[src/hw/adtg_pkg.sv]
`default_nettype none
package adtg_pkg;
  // ------------------------------------------------------------
  // Widths and encodings
  // ------------------------------------------------------------
  localparam int          ADTG_AW         = 32;
  localparam logic [1:0]  ADTG_SIZE_BURST = 2'h3;  // Size code of a line burst
  localparam logic [1:0]  ADTG_BEAT_FIRST = 2'h0;
  localparam logic [1:0]  ADTG_BEAT_LAST  = 2'h3;  // Fourth longword of a burst

  // ------------------------------------------------------------
  // Reset values
  // ------------------------------------------------------------
  localparam logic [31:0] ADTG_ADDR_RST   = 32'h0000_0000;

  // ------------------------------------------------------------
  // Tracking states
  // ------------------------------------------------------------
  typedef enum logic [1:0] {
    ADTG_IDLE,
    ADTG_ADDR,
    ADTG_DATA
  } adtg_state_e;
endpackage
`default_nettype wire

[src/hw/adtg_latch_if.sv]
`timescale 1ns/100ps
`default_nettype none
// Latch control travelling between the tracker and the address holder
interface adtg_latch_if #(
  parameter int AW = 32
);
  logic          open;
  logic [AW-1:0] addr_in;
  logic [AW-1:0] addr_q;
  modport ctl (output open, output addr_in, input addr_q);
  modport lat (input open, input addr_in, output addr_q);
endinterface
`default_nettype wire

[src/hw/adtg_addr_latch.sv]
`timescale 1ns/100ps
`default_nettype none
module adtg_addr_latch #(
  parameter int AW = adtg_pkg::ADTG_AW
) (
  // Clock and reset
  input  wire logic   sys_clk,
  input  wire logic   srst,
  // Latch control
  adtg_latch_if.lat   lif
);
  import adtg_pkg::*;

  typedef struct packed {
    logic [AW-1:0] addr;
  } adtg_lat_s;

  adtg_lat_s r;
  adtg_lat_s next_r;

  // Closed by default: only an open cycle takes a new address
  always_comb begin
    next_r = r;
    if (lif.open) begin
      next_r.addr = lif.addr_in;
    end
  end

  // ------------------------------------------------------------
  // State register
  // ------------------------------------------------------------
  always_ff @(posedge sys_clk) begin
    if (srst) begin
      r.addr <= AW'(ADTG_ADDR_RST);
    end else begin
      r <= next_r;
    end
  end

  assign lif.addr_q = r.addr;
endmodule
`default_nettype wire

[src/hw/adtg_top.sv]
`timescale 1ns/100ps
`default_nettype none
module adtg_top #(
  parameter int AW = adtg_pkg::ADTG_AW
) (
  // Clock and reset
  input  wire logic            sys_clk,
  input  wire logic            srst,
  // Mode straps
  input  wire logic            wait_insert,
  input  wire logic            sync_mode,
  // Processor multiplexed bus
  input  wire logic [AW-1:0]   ad_in,
  input  wire logic [1:0]      xfer_size,
  input  wire logic            transfer_start_strobe,
  input  wire logic            transfer_ack,
  input  wire logic            transfer_err_ack,
  input  wire logic            burst_inhibit,
  input  wire logic            bus_grant,
  // Board side
  output logic [AW-1:0]        addr_out,
  output logic                 addr_oe,
  output logic                 ts_out,
  output logic                 tip_out,
  output logic                 tip_oe,
  output logic                 latch_open_ctl,
  output logic                 start_hold_flag,
  output logic                 data_wait,
  output logic                 retry_berr
);
  import adtg_pkg::*;

  // ------------------------------------------------------------
  // State
  // ------------------------------------------------------------
  typedef struct packed {
    adtg_state_e state;
    logic [1:0]  beat;
    logic        burst;
    logic        ts_out;
    logic        tip;
    logic        own;
    logic        latch_open;
    logic        hold;
    logic        data_wait;
    logic        retry_berr;
  } adtg_st_s;

  adtg_st_s r;
  adtg_st_s next_r;

  logic ts_qual;
  logic start;
  logic beat_done;
  logic retry;
  logic last_beat;

  adtg_latch_if #(.AW(AW)) lif ();

  // ------------------------------------------------------------
  // Bus decode
  // ------------------------------------------------------------
  // Strobe only counts while this master owns the bus
  assign ts_qual   = transfer_start_strobe & bus_grant;
  // Synchronous scheme starts from the delayed strobe
  assign start     = sync_mode ? r.ts_out : ts_qual;
  assign beat_done = transfer_ack | transfer_err_ack;
  assign retry     = transfer_ack & transfer_err_ack;
  // Any error, inhibit or plain cycle ends the transaction early
  assign last_beat = transfer_err_ack | burst_inhibit | ~r.burst
                   | (r.beat == ADTG_BEAT_LAST);

  // ------------------------------------------------------------
  // Address latch control
  // ------------------------------------------------------------
  // Opened only while the tracker is not in a data phase, so a late
  // strobe edge inside a data phase cannot glitch the address away
  always_comb begin
    lif.open    = (ts_qual & (r.state != ADTG_DATA))
                | (r.state == ADTG_ADDR);
    lif.addr_in = ad_in;
  end

  adtg_addr_latch #(.AW(AW)) u_latch (
    .sys_clk (sys_clk),
    .srst    (srst),
    .lif     (lif)
  );

  // ------------------------------------------------------------
  // Tracker
  // ------------------------------------------------------------
  always_comb begin
    next_r            = r;
    next_r.ts_out     = ts_qual;
    next_r.latch_open = lif.open;
    next_r.data_wait  = 1'b0;
    next_r.retry_berr = 1'b0;
    // Hold flag set by strobe, kept until acknowledge or error
    next_r.hold       = ts_qual | (r.hold & ~beat_done);
    unique case (r.state)
      ADTG_IDLE: begin
        if (start) begin
          next_r.beat  = ADTG_BEAT_FIRST;
          next_r.burst = (xfer_size == ADTG_SIZE_BURST);
          // Wait insert stretches the address phase by a cycle
          next_r.state = wait_insert ? ADTG_ADDR : ADTG_DATA;
        end
      end
      ADTG_ADDR: begin
        next_r.state = ADTG_DATA;
      end
      ADTG_DATA: begin
        next_r.data_wait = ~beat_done;
        if (beat_done) begin
          // Retry past the first beat is reported as bus error
          next_r.retry_berr = retry & (r.beat != ADTG_BEAT_FIRST);
          if (last_beat) begin
            // Back to back only without wait insert; otherwise an idle gap
            if (start && !wait_insert) begin
              next_r.beat  = ADTG_BEAT_FIRST;
              next_r.burst = (xfer_size == ADTG_SIZE_BURST);
              next_r.state = ADTG_DATA;
            end else begin
              next_r.state = ADTG_IDLE;
            end
          end else begin
            next_r.beat = r.beat + 2'h1;
          end
        end
      end
    endcase
    // Active for the whole transaction, dropped only when idle
    next_r.tip = (next_r.state != ADTG_IDLE) | (ts_qual & ~sync_mode);
    // Keep driving while granted or while a cycle is still finishing
    next_r.own = bus_grant | (next_r.state != ADTG_IDLE);
  end

  // ------------------------------------------------------------
  // State register
  // ------------------------------------------------------------
  // Reset leaves the tracker idle with the latch closed
  always_ff @(posedge sys_clk) begin
    if (srst) begin
      r <= '0;
    end else begin
      r <= next_r;
    end
  end

  // ------------------------------------------------------------
  // Outputs
  // ------------------------------------------------------------
  always_comb begin
    addr_out        = lif.addr_q;
    addr_oe         = r.own;
    ts_out          = r.ts_out;
    tip_out         = r.tip;
    tip_oe          = r.own;
    latch_open_ctl  = r.latch_open;
    start_hold_flag = r.hold;
    data_wait       = r.data_wait;
    retry_berr      = r.retry_berr;
  end

  // ------------------------------------------------------------
  // Assertions
  // ------------------------------------------------------------
  property p_addr_phase_open;
    @(posedge sys_clk) disable iff (srst)
      (r.state == ADTG_ADDR) |-> lif.open ##1 (r.state == ADTG_DATA);
  endproperty
  a_addr_phase_open: assert property (p_addr_phase_open)
    else $error("latch not open through address phase");

  property p_no_wait_data;
    @(posedge sys_clk) disable iff (srst)
      (!wait_insert && start && r.state == ADTG_IDLE) |=> (r.state == ADTG_DATA) && tip_out;
  endproperty
  a_no_wait_data: assert property (p_no_wait_data)
    else $error("data phase not entered after short address phase");

  property p_idle_gap;
    @(posedge sys_clk) disable iff (srst)
      (wait_insert && r.state == ADTG_DATA && beat_done && last_beat) |=> !tip_out;
  endproperty
  a_idle_gap: assert property (p_idle_gap)
    else $error("no idle cycle between transactions");

  property p_four_beats;
    @(posedge sys_clk) disable iff (srst)
      (r.state == ADTG_DATA && r.beat == ADTG_BEAT_LAST && beat_done)
        |=> (r.state != ADTG_DATA) || (r.beat == ADTG_BEAT_FIRST);
  endproperty
  a_four_beats: assert property (p_four_beats)
    else $error("burst ran past four longwords");

  property p_retry_berr;
    @(posedge sys_clk) disable iff (srst)
      (r.state == ADTG_DATA && retry && r.beat != ADTG_BEAT_FIRST) |=> retry_berr;
  endproperty
  a_retry_berr: assert property (p_retry_berr)
    else $error("late burst retry not flagged as bus error");

  property p_ts_delay;
    @(posedge sys_clk) disable iff (srst)
      ts_qual |=> ts_out;
  endproperty
  a_ts_delay: assert property (p_ts_delay)
    else $error("start strobe not passed on one clock later");

  property p_two_waits;
    @(posedge sys_clk) disable iff (srst)
      (sync_mode && wait_insert && ts_qual && r.state == ADTG_IDLE && !r.ts_out)
        |=> (r.state == ADTG_IDLE) ##1 (r.state == ADTG_ADDR) ##1 (r.state == ADTG_DATA);
  endproperty
  a_two_waits: assert property (p_two_waits)
    else $error("synchronous wait insert did not give two waits");

  property p_wait_state;
    @(posedge sys_clk) disable iff (srst)
      (r.state == ADTG_DATA && !beat_done) |=> data_wait && tip_out;
  endproperty
  a_wait_state: assert property (p_wait_state)
    else $error("wait-state not flagged");
endmodule
`default_nettype wire

[config.mk]
export PLATFORM = sky130hd
export DESIGN_NAME = adtg_top
export DESIGN_NICKNAME = d
export VERILOG_FILES = /design/src/hw/adtg_pkg.sv /design/src/hw/adtg_latch_if.sv /design/src/hw/adtg_addr_latch.sv /design/src/hw/adtg_top.sv
export SDC_FILE = /design/constraint.sdc
export NUM_CORES = 1
export LEC_CHECK = 0
export BUFFER_PORTS_ARGS = -buffer_cell sky130_fd_sc_hd__clkbuf_2
export CAP_MARGIN = 20
export CORE_MARGIN = 4
export CORE_UTILIZATION = 25
export DETAILED_ROUTE_END_ITERATION = 7
export PLACE_DENSITY_LB_ADDON = 0.1
export SETUP_SLACK_MARGIN = 0.15
export SYNTH_ARGS = -nofsm -noshare
export SYNTH_HDL_FRONTEND = slang
export SYNTH_SLANG_ARGS = --single-unit
[constraint.sdc]
create_clock -name sys_clk -period 2 [get_ports sys_clk]
set_clock_uncertainty 0.15 [all_clocks]
set_input_delay 0.1 -clock sys_clk [delete_from_list [all_inputs] [get_ports sys_clk]]
set_output_delay 0.1 -clock sys_clk [all_outputs]
set_load 0.03 [all_outputs]
==> impl_metrics.sql <==
INSERT INTO impl_metrics (metric_group, metric, value, unit) VALUES
('status', 'violations', 'negative setup slack', ''),
('timing', 'final_critical_path_setup_slack', '-0.2100', 'ns'),
('timing', 'timing_hold_violations_final', '0', ''),
('critical_path', 'ff2ff_setup_slack', '-0.21', 'ns'),
('final_layout', 'syn_to_final_growth', '64.25', '%'),
('synth', 'synth_commonest_cells', 'sky130_fd_sc_hd__nand2_1, sky130_fd_sc_hd__dfxtp_1, sky130_fd_sc_hd__a21oi_1', ''),
('pwr', 'max-vdd-ir-drop', '0.2929', 'mV'),
('synth', 'synth_most_common_cell', 'sky130_fd_sc_hd__nand2_1', ''),
('placement', 'place_inst', '368', ''),
('status', 'run_status', 'finished, violations left', ''),
('synth', 'ys_top_cells_by_area', 'sky130_fd_sc_hd__dfxtp_1, sky130_fd_sc_hd__nand2_1, sky130_fd_sc_hd__a21oi_1', ''),
('synth', 'synth_largest_type_area_fraction', '0.5146', ''),
('global_route', 'grt.overflow.total', '0', ''),
('timing', 'fin_setup_tns', '-0.4171', 'ns'),
('final_layout', 'final_core_util', '0.4329', ''),
('placement', 'io_buffers', '82', ''),
('timing', 'finalMaxSlewViolations', '0', ''),
('synth', 'dominant_cell_type_by_area_after_synthesis', 'sky130_fd_sc_hd__dfxtp_1', ''),
('routing', 'detail_route.wl_per_cell', '12.31', 'microns'),
('clocking', 'clock_sink_count', '44', ''),
('pwr', 'static-leakage-power', '1.245', 'nW'),
('final_layout', 'fillerInstances', '654', ''),
('timing', 'rsz0062_at_grt', 'yes', ''),
('floorplan', 'ioPinCount', '83', ''),
('synth', 'average_cell_area_after_synthesis', '8.074', 'sq um'),
('run', 'cap_violations', '0', ''),
('routing', 'totalWireLength', '5.146', 'mm'),
('timing', 'final.period_utilization', '1.105', ''),
('synth', 'edff_count_synth', '0', ''),
('final_layout', 'finish.instance_area', '0.002811', 'sq mm'),
('synth', 'synth-main-ff-cell', 'sky130_fd_sc_hd__dfxtp_1', ''),
('floorplan', 'coreArea', '0.006495', 'sq mm'),
('synth', 'yosysSeqAreaShare', '0.5146', ''),
('routing', 'drt-pass1-iter-count', '4', ''),
('floorplan', 'die_width', '90.75', 'microns'),
('final_layout', 'final-instance-count-excl-fill', '418', ''),
('routing', 'antenna_left', '0', ''),
('placement', 'gp_congestion', '0.7772', ''),
('final_layout', 'post_route_cells_drive_above_1_share', '0.3284', ''),
('routing', 'dr_vias', '1843', ''),
('clocking', 'tritoncts_clock_tree', 'yes', ''),
('clocking', 'clock_tree.root_cell', 'sky130_fd_sc_hd__clkbuf_8', ''),
('critical_path', 'regToRegEndpoint', 'r[8]', ''),
('clocking', 'clk_slew_on_worst_s_h_paths', '0.09', 'ns'),
('timing', 'slew_at_the_pin_with_the_worst_max_slew_slack', '0.4472', 'ns'),
('pwr', 'combinational_power_share', '0.284', ''),
('final_layout', 'antenna-diode-count', '0', ''),
('timing', 'setup_viol_count_final', '2', ''),
('clocking', 'clock_path_buffers', '2', ''),
('final_layout', 'total_area_of_sequential_cells', '882.1', 'sq um'),
('pwr', 'power_frac_seq', '0.421', ''),
('critical_path', 'worstSetupStartpointType', 'flop', ''),
('timing', 'max-slew-margin-rel', '0.7019', ''),
('global_route', 'grt_usage', '0.1251', ''),
('timing', 'max_freq', '452.5', 'MHz'),
('global_route', 'grt_max_degree', '34', ''),
('routing', 'vias_per_cell', '4.409', ''),
('clocking', 'clock_tree.htree_level_count', '2', ''),
('synth', 'synthDistinctLibCells', '29', ''),
('hold_path', 'min_path_type', 'input pin to flop', ''),
('pwr', 'sw_frac_of_total', '0.3244', ''),
('critical_path', 'cp-endpoint', 'r[8]', ''),
('synth', 'post_synth_inst_count', '212', ''),
('clocking', 'total_cts_buffers', '5', ''),
('critical_path', 'critical_path_arrival', '2.28', 'ns'),
('critical_path', 'critPathRequiredTime', '2.07', 'ns'),
('routing', 'drc', '0', ''),
('critical_path', 'worstSetupEndpointType', 'flop', ''),
('global_route', 'grt_pass1_wl', '8.431', 'mm'),
('critical_path', 'criticalPathCategory', 'flop to flop', ''),
('floorplan', 'start_util', '0.2635', '');
==> sequential cells by signal, indices dropped and copies added, names as in the netlist <==
signal and flops:
u_latch.lif.addr_q 32, latch_open_ctl 1, data_wait 1, tip_out 1, start_hold_flag 1, retry_berr 1
ts_out 1, addr_oe 1, r 5
==> power by group through the flow <==
| stage | combinational [W] | sequential, W | clock, W |
|---|---|---|---|
| 6_report | 0.000668 | 0.000991 | 0.000696 |
| 5_1_grt | 0.000727 | 0.00100 | 0.000763 |
| 4_1_cts | 0.000672 | 0.000992 | 0.000729 |
| 3_5_place_dp | 0.000610 | 0.00101 | 0 |
| 3_3_place_gp | 0.000610 | 0.00101 | 0 |
| 2_1_floorplan | 0.000247 | 0.00115 | 0 |
==> final cells by class <==
cell class                 count  area share
sequential                    44      0.3138
multi-input combinational    148      0.2781
clock inverter                 3     0.01691
inverter                       7    0.009346
tap                           77     0.03427
timing repair buffer         134      0.3231
clock buffer                   5     0.02448
==> what timing repair did <==
action | CTS | global route
resized for setup | 1 | 0
buffers inserted | 3 | 1
endpoints found under the hold margin | 37 | 0
hold buffers | 38 | 0
endpoints found under the setup margin | 5 | 7
pin swaps | 5 | 3
==> critical path: stages, from the launching register on <==
cell and delay [ns]:
sky130_fd_sc_hd__dfxtp_2 0.33, sky130_fd_sc_hd__ha_2 0.16, sky130_fd_sc_hd__or4b_4 0.51, sky130_fd_sc_hd__a221oi_2 0.25, sky130_fd_sc_hd__nor3_2 0.09, sky130_fd_sc_hd__or4_1 0.50, sky130_fd_sc_hd__a21oi_1 0.14
==> routing by layer <==
layer	vias to the layer above	track usage	part of all wire
met5	-	0	0
met4	0	0.04847	0.017
met3	7	0.03250	0.041
met2	42	0.2279	0.50
met1	834	0.1375	0.44
li1	960	-	-
==> layout by cell type (no fill, tap or decap), drive strengths merged, types with 4 or more instances in the layout <==
cell	netlist	routed
ha	5	5
dfxtp	44	44
nor2	6	6
inv	7	7
a21oi	36	36
clkbuf	12	87
dlygate4sd3	0	38
nand2	73	73
nor3	4	4
buf	1	14
==> through the flow <==
step                setup slack, ns  power [W]  hold WS, ns
floorplan                   -0.1456   0.001396      0.02679
global placement            -0.2024   0.001621       0.1803
detailed placement          -0.2110   0.001621       0.1831
CTS                         -0.2122   0.002394    0.0008785
global route                -0.2879   0.002491     0.008984
finish                      -0.2100   0.002355      0.01314
==> cell families after synthesis <==
group / share of synthesized area
DFF: 0.5146
AOI/OAI and AO/OA: 0.1681
buffers and inverters: 0.04606
muxes: 0.01170
adders and majority gates: 0.03655
and+or+nand+nor: 0.2230
==> worst min-delay path by stage <==
stage | endpoint | cells past startpoint | start | slack, ns
after global routing | retry_berr | 4 | transfer_err_ack | 0.009
after CTS | retry_berr | 4 | transfer_err_ack | 0.0009
after detailed placement | u_latch.lif.addr_q[3] | 3 | ad_in[3] | 0.18
after floorplan | data_wait | 1 | transfer_ack | 0.03
after global placement | u_latch.lif.addr_q[2] | 3 | ad_in[2] | 0.18
final | retry_berr | 4 | transfer_err_ack | 0.01
Power figures use the tool's default switching activity.
